$ cat src/pkg/cel_pkg.sv
// Purpose: constants for the core exception latch
// Assumes: 32-bit avalon-mm register bus, word addressed by byte offset
package cel_pkg;
   localparam logic [3:0] CEL_OFS_LATCH = 4'h0;
   localparam logic [3:0] CEL_OFS_MODE = 4'h4;
   localparam logic [3:0] CEL_OFS_MASK = 4'h8;
   localparam logic [3:0] CEL_OFS_STAT = 4'hc;
   localparam int CEL_BIT_EMU = 0;
   localparam int CEL_BIT_RST = 1;
   localparam int CEL_BIT_PAR = 3;
   localparam int CEL_BIT_OPC = 4;
   localparam int CEL_BIT_CB7 = 5;
   localparam int CEL_BIT_ILL = 6;
   localparam int CEL_BIT_SPE = 27;
   localparam int CEL_BIT_DPE = 28;
   localparam int CEL_BIT_IPE = 29;
   localparam logic [6:0] CEL_RW_BITS = 7'h78;
   localparam logic [6:0] CEL_LATCH_RST = 7'h00;
   localparam logic [31:0] CEL_MODE_MASK = 32'h38000000;
   localparam logic [31:0] CEL_MODE_RST = 32'h00000000;
   localparam logic [6:0] CEL_MASK_RST = 7'h00;
   localparam logic [6:0] CEL_RSVD_BITS = 7'h04;
   localparam logic [6:0] CEL_FIXED_EN = 7'h03;
   localparam logic [1:0] CEL_KIND_I = 2'h0;
   localparam logic [1:0] CEL_KIND_D = 2'h1;
   localparam logic [1:0] CEL_KIND_S = 2'h2;
   localparam logic [2:0] CEL_SRC_EMU = 3'h1;
   localparam logic [2:0] CEL_SRC_RST = 3'h2;
   localparam logic [2:0] CEL_SRC_PAR = 3'h3;
   localparam logic [2:0] CEL_SRC_OPC = 3'h4;
   localparam logic [2:0] CEL_SRC_CB7 = 3'h5;
   localparam logic [2:0] CEL_SRC_ILL = 3'h6;
   localparam logic [2:0] CEL_SRC_NONE = 3'h0;
endpackage

$ cat src/rtl/cel_sync.sv
// Purpose: three-flop pin synchroniser with agreement filter
// Assumes: async input, one clock
// Notes: output changes once stages two and three agree
`timescale 1ns/1ps
module cel_sync (
   input wire logic clk,
   input wire logic rst_n,
   input wire logic async_in,
   output logic sync_out
);
   logic s1;
   logic s2;
   logic s3;
   always_ff @(posedge clk or negedge rst_n) begin
      if (!rst_n) begin
         s1 <= 1'b0;
         s2 <= 1'b0;
         s3 <= 1'b0;
         sync_out <= 1'b0;
      end else begin
         s1 <= async_in;
         s2 <= s1;
         s3 <= s2;
         if (s2 == s3) begin
            sync_out <= s3;
         end
      end
   end
endmodule

$ cat src/rtl/cel_top.sv
// Purpose: pending exception latch with mode, mask and avalon-mm slave
// Assumes: core event inputs are single-cycle pulses on clk
// Notes: the reset pin arrives asynchronously and is synchronised
//
// Our own choices: the placing of the registers and the Avalon-MM register port.
`timescale 1ns/1ps
module cel_top
   import cel_pkg::*;
(
   input wire logic clk,
   input wire logic rst_n,
   input wire logic [3:0] avs_address,
   input wire logic avs_read,
   input wire logic avs_write,
   input wire logic [31:0] avs_writedata,
   input wire logic [3:0] avs_byteenable,
   output logic [31:0] avs_readdata,
   output logic avs_waitrequest,
   input wire logic illegal_ioreg_access_flag,
   input wire logic unaligned_wide_access_flag,
   input wire logic circ_buf7_wrap,
   input wire logic bad_opcode_fetch,
   input wire logic l1_access_valid,
   input wire logic l1_access_abort,
   input wire logic [1:0] l1_access_kind,
   input wire logic l1_parity_mismatch,
   input wire logic hw_reset_pin,
   input wire logic reset_controller_soft_reset,
   input wire logic emu_request,
   input wire logic emu_breakpoint,
   output logic irq,
   output logic [2:0] irq_source,
   output logic instr_parity_check_en,
   output logic data_parity_check_en,
   output logic sys_xfer_parity_check_en
);
   logic [6:0] interrupt_latch_reg;
   logic [31:0] mode_control_reg;
   logic [6:0] mask_reg;
   logic answered;
   logic [31:0] next_readdata;
   logic [6:0] next_latch;
   logic hw_pin_sync;
   logic hw_pin_prev;

   cel_sync u_pin (
      .clk(clk),
      .rst_n(rst_n),
      .async_in(hw_reset_pin),
      .sync_out(hw_pin_sync)
   );

   // one-cycle stall on every access, answer on the second cycle
   wire access = avs_read | avs_write;
   assign avs_waitrequest = access & ~answered;
   wire take = access & answered;
   wire wr_take = take & avs_write;
   wire sel_latch = avs_address == CEL_OFS_LATCH;
   wire sel_mode = avs_address == CEL_OFS_MODE;
   wire sel_mask = avs_address == CEL_OFS_MASK;
   wire sel_stat = avs_address == CEL_OFS_STAT;
   wire be0 = avs_byteenable[0];
   wire [31:0] be_mask = {{8{avs_byteenable[3]}}, {8{avs_byteenable[2]}}, {8{avs_byteenable[1]}}, {8{be0}}};

   wire sel_kind_i = l1_access_kind == CEL_KIND_I;
   wire sel_kind_d = l1_access_kind == CEL_KIND_D;
   wire sel_kind_s = l1_access_kind == CEL_KIND_S;
   wire kind_enabled = (sel_kind_i & instr_parity_check_en)
                     | (sel_kind_d & data_parity_check_en)
                     | (sel_kind_s & sys_xfer_parity_check_en);
   wire par_event = l1_access_valid & ~l1_access_abort & kind_enabled & l1_parity_mismatch;
   wire ill_event = illegal_ioreg_access_flag | unaligned_wide_access_flag;
   wire hw_pin_rise = hw_pin_sync & ~hw_pin_prev;
   wire rst_event = hw_pin_rise | reset_controller_soft_reset;
   wire emu_event = emu_request | emu_breakpoint;

   wire [6:0] hw_set;
   assign hw_set[CEL_BIT_EMU] = emu_event;
   assign hw_set[CEL_BIT_RST] = rst_event;
   assign hw_set[2] = 1'b0;
   assign hw_set[CEL_BIT_PAR] = par_event;
   assign hw_set[CEL_BIT_OPC] = bad_opcode_fetch;
   assign hw_set[CEL_BIT_CB7] = circ_buf7_wrap;
   assign hw_set[CEL_BIT_ILL] = ill_event;

   // software replaces bits 6..3 only; a same-cycle hardware set wins
   wire latch_wr = wr_take & sel_latch & be0;
   wire [6:0] sw_val = (interrupt_latch_reg & ~CEL_RW_BITS) | (avs_writedata[6:0] & CEL_RW_BITS);
   wire [6:0] base_val = latch_wr ? sw_val : interrupt_latch_reg;
   assign next_latch = (base_val | hw_set) & ~CEL_RSVD_BITS;

   // status-clear view: write one to clear, emulator and reset bits included
   wire stat_wr = wr_take & sel_stat & be0;
   wire [6:0] stat_clr = stat_wr ? avs_writedata[6:0] : 7'h00;

   // one flop per latch bit; a same-cycle set beats the status clear
   genvar gb;
   generate
      for (gb = 0; gb < 7; gb++) begin : g_latch
         wire bit_clr = stat_clr[gb] & ~hw_set[gb];
         wire next_bit = next_latch[gb] & ~bit_clr & ~CEL_RSVD_BITS[gb];
         always_ff @(posedge clk or negedge rst_n) begin
            if (!rst_n) begin
               interrupt_latch_reg[gb] <= CEL_LATCH_RST[gb];
            end else begin
               interrupt_latch_reg[gb] <= next_bit;
            end
         end
      end
   endgenerate

   always_ff @(posedge clk or negedge rst_n) begin
      if (!rst_n) begin
         mode_control_reg <= CEL_MODE_RST;
      end else if (wr_take & sel_mode) begin
         mode_control_reg <= (mode_control_reg & ~be_mask) | (avs_writedata & be_mask & CEL_MODE_MASK);
      end
   end

   always_ff @(posedge clk or negedge rst_n) begin
      if (!rst_n) begin
         mask_reg <= CEL_MASK_RST;
      end else if (wr_take & sel_mask & be0) begin
         mask_reg <= avs_writedata[6:0] & CEL_RW_BITS;
      end
   end

   assign instr_parity_check_en = mode_control_reg[CEL_BIT_IPE];
   assign data_parity_check_en = mode_control_reg[CEL_BIT_DPE];
   assign sys_xfer_parity_check_en = mode_control_reg[CEL_BIT_SPE];

   // reset and emulator bits are always enabled
   wire [6:0] eff_mask = mask_reg | CEL_FIXED_EN;
   wire [6:0] active = interrupt_latch_reg & eff_mask;

   // fixed priority, emulator first, then by bit number upward
   logic [2:0] next_source;
   always_comb begin
      next_source = CEL_SRC_NONE;
      if (active[CEL_BIT_EMU]) begin
         next_source = CEL_SRC_EMU;
      end else if (active[CEL_BIT_RST]) begin
         next_source = CEL_SRC_RST;
      end else if (active[CEL_BIT_PAR]) begin
         next_source = CEL_SRC_PAR;
      end else if (active[CEL_BIT_OPC]) begin
         next_source = CEL_SRC_OPC;
      end else if (active[CEL_BIT_CB7]) begin
         next_source = CEL_SRC_CB7;
      end else if (active[CEL_BIT_ILL]) begin
         next_source = CEL_SRC_ILL;
      end
   end

   wire [31:0] rd_latch = {25'h0, interrupt_latch_reg};
   wire [31:0] rd_mask = {25'h0, eff_mask};
   always_comb begin
      next_readdata = 32'h0;
      if (sel_latch | sel_stat) begin
         next_readdata = rd_latch;
      end else if (sel_mode) begin
         next_readdata = mode_control_reg;
      end else if (sel_mask) begin
         next_readdata = rd_mask;
      end
   end

   always_ff @(posedge clk or negedge rst_n) begin
      if (!rst_n) begin
         answered <= 1'b0;
         avs_readdata <= 32'h0;
         irq <= 1'b0;
         irq_source <= CEL_SRC_NONE;
         hw_pin_prev <= 1'b0;
      end else begin
         answered <= access & ~answered;
         if (access & ~answered & avs_read) begin
            avs_readdata <= next_readdata;
         end
         irq <= |active;
         irq_source <= next_source;
         hw_pin_prev <= hw_pin_sync;
      end
   end
endmodule

$ cat config.mk
export PLATFORM = sky130hd
export DESIGN_NAME = cel_top
export DESIGN_NICKNAME = d
export VERILOG_FILES = /design/src/pkg/cel_pkg.sv /design/src/rtl/cel_sync.sv /design/src/rtl/cel_top.sv
export SDC_FILE = /design/constraint.sdc
export NUM_CORES = 1
export LEC_CHECK = 0
export BUFFER_PORTS_ARGS = -buffer_cell sky130_fd_sc_hd__buf_2
export CORE_ASPECT_RATIO = 2
export CORE_MARGIN = 2
export CORE_UTILIZATION = 50
export DETAILED_ROUTE_END_ITERATION = 8
export PLACE_DENSITY = 0.81
export SYNTH_ARGS = -nofsm -noshare
export SYNTH_HDL_FRONTEND = slang
export SYNTH_SLANG_ARGS = --single-unit
$ cat constraint.sdc
create_clock -name clk -period 2 [get_ports clk]
set_input_delay 0.4 -clock clk [delete_from_list [all_inputs] [get_ports clk]]
set_output_delay 0.4 -clock clk [all_outputs]
set_load 0.05 [all_outputs]
Word-level counts from Yosys, hierarchy flattened
Cells that the tools add are included.

word-level totals
  flip-flop bits (word level) = 84
  logic and storage cells = 96

cells by class
  equal/unequal tests = 6
  mux-type cells = 11
  bitwise operators = 59
  reductions and logical operators = 3

operators by type and width
  kind                                                 number
  two-way mux 32 bit                                   2
  bitwise AND 32 bit                                   1
  inverter 32 bit                                      1
  bitwise OR 32 x 30 -> 32 bit                         1
  bitwise AND 1 bit                                    30
  bitwise AND 30 bit                                   1
  two-way mux 7 bit                                    3
  two-way mux 3 bit                                    6
  inverter 1 bit                                       15
  equality test 4 bit, second input constant           2
  bitwise AND 7 bit                                    1
  bitwise OR 1 bit                                     7
  bitwise OR 2 x 7 -> 7 bit                            1
  bitwise OR 7 bit                                     1
  OR reduction 7 bit                                   1
  equality test 4 x 3 -> 1 bit, second input constant  1
  logical NOT 4 bit                                    1
  equality test 2 x 1 -> 1 bit, second input constant  1
  equality test 2 bit, second input constant           1
  logical NOT 2 bit                                    1
  equality test 1 bit                                  1

Logic depth before layout (Yosys ltp)
Gate-level depths: netlist (run 1).

  word-level depth = 10
  gate-level depth with buffers = 5

Hierarchy
A second synthesis (run 1) with hierarchy kept.

unflattened totals
  cells, all modules = 235
  area, all modules = 3,141.8 sq um

by module, submodules not included
  module    instances  cells each  area an instance (sq um)  seq. area each (sq um)
  cel_top   1          230         3,030.4                   2,001.9
  cel_sync  1          5           111.4                     100.1

Worst setup path after synthesis (run 1)
No wires, ideal clock.

  kind = in2reg
  from = input port avs_address[1]
  to = register interrupt_latch_reg[4]
  library setup time = 0.120 ns
  data arrival time = 1.512 ns
  setup slack = 0.369 ns
  cell stages on the path = 4
  buffers on the path = 0
  cells stage by stage = or2_4 > or4_4 > o22a_1 > a31o_1

between the ends
  longest elaborated chain between the ends = 7
  elaborated cells on any way between the ends = 12

ends and longest elaborated chain
  what                            line            RTL
  start: declaration              cel_top.sv:12   input wire logic [3:0] avs_address,
  equality test 4 bit             cel_top.sv:61   wire sel_stat = avs_address == CEL_OFS_STAT;
  bitwise AND 1 bit (2 in a row)  cel_top.sv:93   wire stat_wr = wr_take & sel_stat & be0;
  two-way mux 7 bit               cel_top.sv:94   wire [6:0] stat_clr = stat_wr ? avs_writedata[6:0] : 7'h00;
  bitwise AND 1 bit               cel_top.sv:100  wire bit_clr = stat_clr[gb] & ~hw_set[gb];
  inverter 1 bit                  cel_top.sv:101  wire next_bit = next_latch[gb] & ~bit_clr & ~CEL_RSVD_BITS[gb];
  bitwise AND 1 bit (*)           cel_top.sv:101
  named net g_latch[4].next_bit   cel_top.sv:101
  end signal: indexed assignment  cel_top.sv:104  interrupt_latch_reg[gb] <= CEL_LATCH_RST[gb];
  end signal: indexed assignment  cel_top.sv:106  interrupt_latch_reg[gb] <= next_bit;
  end: declaration                cel_top.sv:37   logic [6:0] interrupt_latch_reg;

The timed path passes the listed nets; every way through them passes the cells marked *.
A chain may end at the register's enable or synchronous reset.

Worst setup path in the final report (run 1)
  from = register answered
  to = output port avs_waitrequest

between the ends
  longest elaborated chain between the ends = 2

ends and longest elaborated chain
  what                      line            RTL
  start: declaration        cel_top.sv:40   logic answered;
  start signal: assignment  cel_top.sv:176  answered <= access & ~answered;
  inverter 1 bit            cel_top.sv:55   assign avs_waitrequest = access & ~answered;
  bitwise AND 1 bit         cel_top.sv:55
  end: declaration          cel_top.sv:18   output logic avs_waitrequest,

No other way between the ends.

==> key figures, run 1 <==
Flow run
  – Max-cap viol count: 0

Power
  – Peak VDD IR: 0.628 mV
  – Leak: a little over 2 nW
  – Pwr per Cell Area: 920 mW/mm^2

Floorplanning
  – Starting Density: 51.9%
  – Core Area: 0.00606 sq mm
  – Die X: approximately 60 microns
  – Die area: 0.00697 sq mm
  – I/O pins: 97
  – Die height: 116 microns
  – Num rows: 40

Global route
  – Vias in the first global route: 2253
  – Pin count of the biggest net entering global routing: 50
  – Initial antenna violation count: 0
  – GRT overflow: 0
  – Gr usage total: between 20% and 30%
  – First-pass GRT wire length: 11.1 mm

Timing
  – Final Hold Viols: 0
  – Pins over their slew limit: 0
  – Worst Max-Slew Pin Slew: around 0.45 ns
  – Final worst slack: 0.361 ns
  – # setup viols final: 0
  – Min Tclk post-route: 1.64 ns
  – Clock Skew: 0.00234 ns
  – Setup TNS: 0 ns
  – Rel. slew slack: 70.1%
  – RSZ-0062 raised after global routing: false
  – Part of the cycle the worst path needs: 81.9%
  – Peak Freq: between 600 and 700 MHz

Setup path
  – Crit-path cells: nor2_1 > buf_2
  – Crit path DAT: 1.24 ns
  – CP max FO: 4
  – CP Class: register to output port
  – Slowest cell on crit path: dfrtp_1
  – Data required, critical path: 1.60 ns
  – Crit path launch type: register
  – Critical path endpoint category: output port
  – Slowest stage delay, CP: 0.40 ns

Yosys
  – Synth Instances: approximately 240
  – Ys async rst share: 100%
  – Post-synthesis register bit count: 84
  – Mapped Avg Cell Area: about 13 sq um
  – Post-Syn Nets: 292
  – Register area share after synthesis: 66.9%
  – Post-synth top flop: dfrtp_1
  – Mapped Area: 0.00314 sq mm
  – EDFF count, synth: 0
  – Post-synth cell types: 36
  – Synth warn: 0

Clock tree
  – Clock latency on the worst-skew pair: 0.33 ns
  – Setup Buffers After CTS: 0
  – Post-cts hold buffer count: 0
  – Clock net sink count: 84
  – Clock Pin Slew Worst Setup and Hold Paths: about 0.060 ns
  – Htree depth: 3
  – CTS tree: built
  – Clk root buf: clkbuf_16
  – TritonCTS Buffers: 9
  – Bufs on Longest Clock Path: 2
  – CTS resizes: 0

Finish
  – Area Growth Syn to Fin: 25.6%
  – Final net count: around 380
  – Most frequent cells in the layout: 84 x dfrtp_1, 72 x buf_2, 29 x and2_1
  – # fillers: 471
  – N_diodes: 0
  – Layout cell share with drive strength beyond 1: between 30% and 40%
  – Largest register FFs: 32
  – Commonest non-fill, non-tap cell in the layout: dfrtp_1

Placement
  – Post-DP HPWL: 4.80 mm
  – Pre-CTS setup slack: 0.138 ns
  – Final GP Congestion: roughly 0.9
  – IO buf count: between 70 and 80

Routing
  – ANT nets after route: 0
  – DR DRC count: 0
  – DR vias: 2171
  – Vias/cell: 5.33
  – Final WL: 6.74 mm
  – Wirelength per Cell: 16.6 microns
  – TritonRoute pass-1 iters: 4
  – Detailed Route Iter0 Violations: 102

Hold path
  – Hold crit path type: primary input to asynchronous set/reset pin

Outcome
  – Status: finished clean
[metrics by stage]
step	power [mW]	hold WS [ns]	utilization [%]	instances	area, sq um
CTS	3.67	0.0243	65.1	407	3950
detailed placement	2.15	0.340	60.6	393	3670
finish	3.63	0.0148	65.1	407	3950
global placement	2.14	0.332	60.6	393	3670
floorplan	2.00	0.104	-	235	3140
global route	3.77	0.0583	65.1	407	3950
[path summary, 6_finish.rpt]
| check | start | end | slack, ns | cells past startpoint |
|---|---|---|---|---|
| max in group asynchronous | rst_n | hw_pin_prev | 1.37 | 2 |
| hold / removal | rst_n | avs_readdata[29] | 0.01 | 1 |
| setup reg to reg | answered | register | 0.44 | 5 |
| hold reg to reg | u_pin.s1 | u_pin.s2 | 0.36 | 0 |
| min in group clk | hw_reset_pin | u_pin.s1 | 0.18 | 1 |
| setup / recovery | answered | avs_waitrequest | 0.36 | 2 |
[power breakdown]
part	leakage [nW]	total (mW)	internal, mW	switching (mW)
sequential	1.12	1.78	1.75	0.0367
clock	0.140	1.51	0.923	0.588
combinational	0.756	0.336	0.107	0.230
total	2.01	3.63	2.77	0.854
[layout make-up]
class	count	area, sq um	share of cell area [%]
sequential	84	2100	53.3
multi-input combinational	141	990	25.1
timing repair buffer	83	468	11.9
clock buffer	12	267	6.76
tap	84	105	2.66
clock inverter	2	10.0	0.254
inverter	1	3.75	0.0951
[kinds of logic after synthesis]
family	share of synthesized area, %
simple gates	13.8
flops	66.9
fa+ha+maj	0.319
buf+inv	1.55
compound gates	14.5
mux	2.83
[Yosys cell counts (2+ instances only)]
cell type  instances  share of area [%]
dfrtp_1           84                 67
and2_1            29                5.8
a22o_1            26                7.3
nand2_1           15                1.8
o22ai_1            9                1.8
mux2_2             7                2.5
nor2_1             7               0.84
nand3_1            6               0.96
nand2b_1           5                1.0
nor2b_1            4               0.80
o41ai_1            4                1.1
buf_2              3               0.48
clkbuf_1           3               0.36
a21oi_1            2               0.32
a31o_1             2               0.56
a31o_2             2               0.56
buf_4              2               0.48
nor3_1             2               0.32
nor3_4             2                1.0
o21ai_0            2               0.32
o22a_1             2               0.56
o31ai_1            2               0.48
or3_1              2               0.40
[layer usage]
metal	vias up	wire, microns	GRT usage (%)
li1	1011	-	-
met1	1072	2690	27.1
met2	70	3560	35.1
met3	18	255	5.36
met4	0	240	12.4
met5	-	0	0
[worst max-delay path, delay by kind of cell, from the launching register on]
family / cells / cell delay (ns)
flip-flops: 1 / 0.40
buffers and inverters: 1 / 0.31
AND/OR/NAND/NOR: 1 / 0.20
Note: power is estimated with default switching activity, not from simulation.
==> run 2, diff against run 1 <==
--- a/config.mk
+++ b/config.mk
@@ -5,12 +5,13 @@
 export SDC_FILE = /design/constraint.sdc
 export NUM_CORES = 1
 export LEC_CHECK = 0
+export ABC_AREA = 1
 export BUFFER_PORTS_ARGS = -buffer_cell sky130_fd_sc_hd__buf_2
 export CORE_ASPECT_RATIO = 2
 export CORE_MARGIN = 2
-export CORE_UTILIZATION = 50
+export CORE_UTILIZATION = 47
 export DETAILED_ROUTE_END_ITERATION = 8
-export PLACE_DENSITY = 0.81
+export PLACE_DENSITY = 0.79
 export SYNTH_ARGS = -nofsm -noshare
 export SYNTH_HDL_FRONTEND = slang
 export SYNTH_SLANG_ARGS = --single-unit
==> constraint.sdc (replaced) <==
create_clock -name clk -period 1.33 [get_ports clk]
set_input_delay 0.266 -clock clk [delete_from_list [all_inputs] [get_ports clk]]
set_output_delay 0.266 -clock clk [all_outputs]
set_load 0.05 [all_outputs]
==> run 2 against run 1 <==
Non-clock buffer count increased by 2. Sequential share of layout area decreased by 5.9 points. First-iteration DRC count decreased by 0.98%. The flow now finishes with violations (setup timing).
==> key figures, run 2 <==
Clock tree
  – Clock net sink count: 84 (unchanged)
  – Clock latency on the worst-skew pair: 0.33 ns (about the same)
  – CTS tree: built
  – Bufs on Longest Clock Path: 2 (unchanged)
  – Htree depth: 3 (unchanged)
  – TritonCTS Buffers: 9 (unchanged)
  – Clk root buf: clkbuf_16
  – Clock Pin Slew Worst Setup and Hold Paths: 0.06 ns (about the same)

Finish
  – Finished Core Util: 61.6% (-3.6 points)
  – Most frequent cells in the layout: 83 x dfrtp_1, 79 x nand2_1, 71 x buf_2
  – Final net count: 507 (+34%)
  – N_diodes: 0 (unchanged)
  – Layout cell share with drive strength beyond 1: 29.1% (-5.0 points)
  – Post-route cell area: 0.00444 sq mm (+13%)
  – Commonest non-fill, non-tap cell in the layout: dfrtp_1
  – Area Growth Syn to Fin: 28.1%
  – Largest register FFs: 32 (unchanged)

Floorplanning
  – Core Area: 0.00721 sq mm (+19%)
  – Num rows: 44 (+10%)
  – Die height: 125 microns (+8.1%)
  – Die area: 0.00812 sq mm (+16%)
  – I/O pins: 97 (unchanged)
  – Starting Density: 48.1% (-3.8 points)
  – Die X: 64.7 microns (+7.8%)

Timing
  – Peak Freq: ~750 MHz
  – Rel. slew slack: 76.5% (+6.5 points)
  – Part of the cycle the worst path needs: 100%
  – Clock Skew: 0.00499 ns (+0.00265 ns)
  – RSZ-0062 raised after global routing: true
  – # setup viols final: 1 (+1)
  – Final Hold Viols: 0 (unchanged)
  – Min Tclk post-route: 1.33 ns
  – Final worst slack: -0.00495 ns (-0.366 ns)
  – Worst Max-Slew Pin Slew: 0.352 ns (-0.0970 ns)
  – Pins over their slew limit: 0 (unchanged)

Power
  – Pwr per Cell Area: 1560 mW/mm^2 (+70%)
  – P_sw: 1.87 mW (+120%)
  – Peak VDD IR: 0.863 mV (+37%)
  – Seq pwr share: 43.4% (-5.7 points)
  – Clock share of power: 40.1% (-1.5 points)
  – Int Power: 5.07 mW (+83%)
  – Comb pwr share: 16.4% (+7.1 points)
  – Leak: 2.36 nW (+17%)
  – Switching power share of the total: 26.9% (+3.4 points)

Yosys
  – EDFF count, synth: 0 (unchanged)
  – Most common cell in the netlist: dfrtp_1
  – Mapped Avg Cell Area: 9.52 sq um (-29%)
  – Ys async rst share: 100% (unchanged)
  – Mapped Area: 0.00347 sq mm (+10%)
  – Post-Syn Nets: 421 (+44%)
  – Synth warn: 0 (unchanged)
  – Synth top area share: 60.6% (-6.3 points)
  – Largest area contributor in the netlist: dfrtp_1
  – Post-synthesis register bit count: 84 (unchanged)
  – Top post-synthesis cells by area: dfrtp_1 61%, nand2_1 9.0%, inv_1 6.1%
  – Most instantiated cells after synthesis: 84 x dfrtp_1, 83 x nand2_1, 56 x inv_1, 43 x nor2_1, 17 x nand3_1
  – Synth Instances: 364 (+55%)
  – Post-synth cell types: 25 (-31%)
  – Post-synth top flop: dfrtp_1
  – Register area share after synthesis: 60.6% (-6.3 points)

Placement
  – DP Area: 0.00402 sq mm (+9.6%)
  – IO buf count: 73 (unchanged)
  – Post-DP HPWL: 5.30 mm (+11%)
  – Final GP Congestion: 0.865 (-2.3%)

Global route
  – Gr usage total: 19.5% (-2.7 points)
  – Initial antenna violation count: 0 (unchanged)
  – GRT overflow: 0 (unchanged)
  – Pin count of the biggest net entering global routing: 40 (-20%)
  – First-pass GRT wire length: 12.0 mm (+8.1%)
  – Vias in the first global route: 2626 (+17%)

Flow run
  – Max-cap viol count: 0 (unchanged)

Routing
  – DR vias: 2640 (+22%)
  – ANT nets after route: 0 (unchanged)
  – Vias/cell: 4.84 (-9.4%)
  – TritonRoute pass-1 iters: 4 (unchanged)
  – DR DRC count: 0 (unchanged)
  – Wirelength per Cell: 13.2 microns (-20%)
  – Final WL: 7.20 mm (+6.8%)
  – Detailed Route Iter0 Violations: 101 (-0.98%)

Outcome
  – Status: finished with violations
  – Violated checks: setup timing

Setup path
  – Slowest cell on crit path: dfrtp_2
  – Crit-path cells: nor2_4 > buf_8
  – Data required, critical path: 1.06 ns (-0.54 ns)
  – Crit path DAT: 1.07 ns (-0.17 ns)
  – CP Class: register to output port
  – Slowest stage delay, CP: 0.45 ns (+0.05 ns)
  – Critical path endpoint category: output port
  – CP max FO: 3 (-1)
  – Crit path launch type: register

Hold path
  – Hold crit path type: primary input to register
[run 2: cell families after synthesis]
group	Yosys count	synth area share [%]
buf+inv	68	8.09
simple gates	164	21.2
compound gates	47	9.78
flops	84	60.6
fa+ha+maj	1	0.289
[run 2: final cells by class]
cell class              instances  area (sq um)
clock inverters                 4          97.6
repair buffers                 85           528
well taps                      92           115
multi-input cells             212          1130
fillers                       614          2770
flip-flops and latches         84          2100
clock buffers                  11           243
inverters                      58           218
[run 2: final timing paths]
check | start | endpoint | slack, ns | cells past startpoint
worst min-delay path | hw_reset_pin | u_pin.s1 | 0.05 | 1
min in group asynchronous | rst_n | avs_readdata[12] | 0.39 | 2
max in group asynchronous | rst_n | avs_readdata[25] | 0.44 | 3
worst max-delay path | answered | avs_waitrequest | -0.005 | 2
worst max register to register | answered | mask_reg[3] | 0.04 | 6
worst min register to register | u_pin.s1 | u_pin.s2 | 0.36 | 0
[run 2: repair_timing]
| item | in CTS | in global routing |
|---|---|---|
| hold endpoints to repair | 24 | 0 |
| buffers inserted | 0 | 0 |
| pin swaps | 2 | 5 |
| gates resized for setup | 8 | 12 |
| hold buffers | 1 | 0 |
| endpoints found under the setup margin | 7 | 11 |
[run 2: through the flow]
step	TNS (ns)	setup slack, ns	cells	power [mW]	hold WS [ns]
floorplan	0	0.113	364	3.78	-0.0296
global route	-0.140	-0.0497	546	7.26	0.0385
detailed placement	0	0.00643	530	4.16	0.201
finish	-0.00495	-0.00495	546	6.93	0.0456
global placement	0	0.0161	530	4.11	0.193
CTS	-0.00890	-0.00890	546	6.97	0.0355
[run 2: power by group through the flow]
stage | Sequential (mW) | Clock [mW] | Combinational (mW)
after floorplan | 3.32 | 0 | 0.463
after global placement | 3.03 | 0 | 1.08
after detailed placement | 3.04 | 0 | 1.11
after CTS | 3.00 | 2.83 | 1.14
after global routing | 3.04 | 2.97 | 1.26
final | 3.01 | 2.78 | 1.14
[run 2: layer usage]
metal / wire, microns / up-vias / share of wire, % / global-route usage [%]
li1: - / 1317 / - / -
met1: 2700 / 1242 / 37 / 21.1
met2: 4020 / 64 / 56 / 34.0
met3: 250 / 17 / 3.5 / 3.96
met4: 236 / 0 / 3.3 / 11.4
met5: 0 / - / 0 / 0
[run 2: critical path: cells and delay by family, from the launching register on]
kind	cells	cell delay (ns)
AND/OR/NAND/NOR	1	0.13
buffers and inverters	1	0.16
flip-flops	1	0.45
==> run 3, diff against run 2 <==
--- a/config.mk
+++ b/config.mk
@@ -11,6 +11,7 @@
 export CORE_MARGIN = 2
 export CORE_UTILIZATION = 47
 export DETAILED_ROUTE_END_ITERATION = 8
+export HOLD_SLACK_MARGIN = 0.1
 export PLACE_DENSITY = 0.79
 export SYNTH_ARGS = -nofsm -noshare
 export SYNTH_HDL_FRONTEND = slang
==> run 3 against run 2 <==
The flow still finishes with violations (setup timing). Wire length increased by 0.53%. Sequential cell count stayed put. Design area rose by 0.23%. First-iteration DRC count rose by 14%. Global-route usage did not move. Clock-buffer cell count stayed put. Register-to-register slack hardly changed. Die area unchanged. Clock skew rose by 0.0019 ns. Non-clock buffer count rose by 1. Sequential share of layout area shrank 0.11 points. Power about the same. Critical path type unchanged. Largest power group unchanged.
==> key figures, run 3 (same netlist as run 2, synthesis figures left out) <==
Setup path
  – Slowest stage delay, CP: 0.45 ns (about the same)
  – Crit path launch type: register
  – Crit path from: answered
  – CP max FO: 3 (unchanged)
  – Top delay family on crit path: flip-flops
  – Critical path endpoint category: output port
  – Data required, critical path: 1.06 ns (about the same)
  – Worst r2r path cells: 6 (unchanged)
  – Crit path DAT: 1.07 ns (about the same)
  – Reg2Reg Launch Point: answered
  – Reg2reg setup slack: 0.03 ns (about the same)
  – Slowest cell on crit path: dfrtp_2
  – CP Class: register to output port
  – WP buf/inv: 1 (unchanged)
  – Crit-path cells: nor2_4 > buf_8
  – RR Endpoint: mask_reg[3]

Clock tree
  – Setup Buffers After CTS: 0 (unchanged)
  – Bufs on Longest Clock Path: 2 (unchanged)
  – Clock Pin Slew Worst Setup and Hold Paths: 0.06 ns (about the same)
  – Htree depth: 3 (unchanged)
  – Clk root buf: clkbuf_16
  – TritonCTS Buffers: 9 (unchanged)
  – Clock net sink count: 84 (unchanged)
  – CTS tree: built
  – Clock latency on the worst-skew pair: 0.33 ns (about the same)

Finish
  – N_diodes: 0 (unchanged)
  – Area Growth Syn to Fin: 28.4%
  – Commonest non-fill, non-tap cell in the layout: dfrtp_1
  – Layout cell share with drive strength beyond 1: 29.0% (-0.064 points)
  – # fillers: 613 (-0.16%)
  – Most frequent cells in the layout: 83 x dfrtp_1, 79 x nand2_1, 71 x buf_2
  – Final net count: 508 (+0.20%)
  – Largest register FFs: 32 (unchanged)
  – Finished Core Util: 61.7% (+0.14 points)

Global route
  – Gr usage total: 19.5% (unchanged)
  – Vias in the first global route: 2626 (unchanged)
  – Initial antenna violation count: 0 (unchanged)
  – Pin count of the biggest net entering global routing: 40 (unchanged)
  – GRT overflow: 0 (unchanged)
  – First-pass GRT wire length: 12.0 mm (unchanged)

Routing
  – DR vias: 2650 (+0.38%)
  – Wirelength per Cell: 13.2 microns (+0.34%)
  – ANT nets after route: 0 (unchanged)
  – Final WL: 7.24 mm (+0.53%)
  – TritonRoute pass-1 iters: 4 (unchanged)
  – Vias/cell: 4.84 (+0.20%)
  – Detailed Route Iter0 Violations: 115 (+14%)
  – DR DRC count: 0 (unchanged)

Timing
  – Rel. slew slack: 76.6% (about the same)
  – Clock Skew: 0.00693 ns (+0.00194 ns)
  – RSZ-0062 raised after global routing: true
  – Worst hold margin: 0.117 ns (+0.0715 ns)
  – Min Tclk post-route: 1.34 ns (+0.00142 ns)
  – Peak Freq: 748 MHz (-0.11%)
  – Final worst slack: -0.00638 ns (-0.00142 ns)
  – Setup TNS: -0.00638 ns (-0.00142 ns)
  – # setup viols final: 1 (unchanged)
  – Pins over their slew limit: 0 (unchanged)
  – Worst Max-Slew Pin Slew: 0.352 ns (-0.000414 ns)
  – Part of the cycle the worst path needs: 100% (+0.11 points)
  – Final Hold Viols: 0 (unchanged)

Outcome
  – Violated checks: setup timing
  – Status: finished with violations

Placement
  – IO buf count: 73 (unchanged)
  – Final GP Congestion: 0.865 (unchanged)
  – Pre-CTS setup slack: 0.00643 ns (unchanged)
  – Post-DP HPWL: 5.30 mm (unchanged)

Floorplanning
  – I/O pins: 97 (unchanged)
  – Die X: 64.7 microns (unchanged)
  – Die area: 0.00812 sq mm (unchanged)
  – Num rows: 44 (unchanged)
  – Core Area: 0.00721 sq mm (unchanged)
  – Starting Density: 48.1% (unchanged)
  – Die height: 125 microns (unchanged)

Hold path
  – WHS Endpoint: interrupt_latch_reg[6]
  – Min-delay src: illegal_ioreg_access_flag
  – Number of cells on the worst hold path: 3 (+2)
  – Hold crit path type: primary input to register

Power
  – Leak: 2.37 nW (+0.18%)
  – Design Power: 6.93 mW (about the same)
  – Pwr per Cell Area: 1560 mW/mm^2 (-0.20%)
  – Peak VDD IR: 0.860 mV (-0.27%)

Flow run
  – Max-cap viol count: 0 (unchanged)
==> run 3: per-layer routing <==
metal	up-vias	routed length, microns	track usage, %
met5	-	0	0
met4	0	197	11.4
met3	14	251	3.96
met2	65	4090	34.0
met1	1251	2700	21.1
li1	1320	-	-
==> run 3: how the worst max path moves through the flow <==
stage | endpoint | slack (ns) | cells after the start
after floorplan | avs_readdata[21] | 0.11 | 6
after global placement | mask_reg[6] | 0.02 | 5
after detailed placement | mask_reg[6] | 0.006 | 5
after CTS | avs_waitrequest | -0.009 | 2
after global routing | avs_waitrequest | -0.05 | 2
final | avs_waitrequest | -0.006 | 2
==> run 3: worst min-delay path, cell delays in order <==
cell and delay, ns:
buf_2 0.07, nor2_1 0.03, nand2_1 0.05
==> run 3: area by class of cell <==
class | count | area [sq um] | area share, %
Tap cell | 92 | 115 | 2.59
Clock inverter | 4 | 97.6 | 2.19
Inverter | 58 | 218 | 4.89
Timing Repair Buffer | 86 | 538 | 12.1
Clock buffer | 11 | 243 | 5.46
Sequential cell | 84 | 2100 | 47.3
Multi-Input combinational cell | 212 | 1130 | 25.5
==> run 3: per-stage QoR <==
step | cells | area [sq um]
final | 547 | 4450
after global routing | 547 | 4450
after CTS | 547 | 4410
after detailed placement | 530 | 4020
after global placement | 530 | 4020
after floorplan | 364 | 3470
==> run 3: what timing repair did <==
item,4_1_cts,5_1_grt
resized for setup,8,12
hold buffers,2,0
hold endpoints to repair,25,0
pin swaps,2,5
gates cloned,0,0
setup endpoints to repair,7,11
==> run 3: where the power goes <==
part,internal [mW],switching (mW),total (mW)
clock network,1.87,0.907,2.78
logic,0.333,0.810,1.14
registers,2.86,0.148,3.01
total,5.07,1.87,6.93
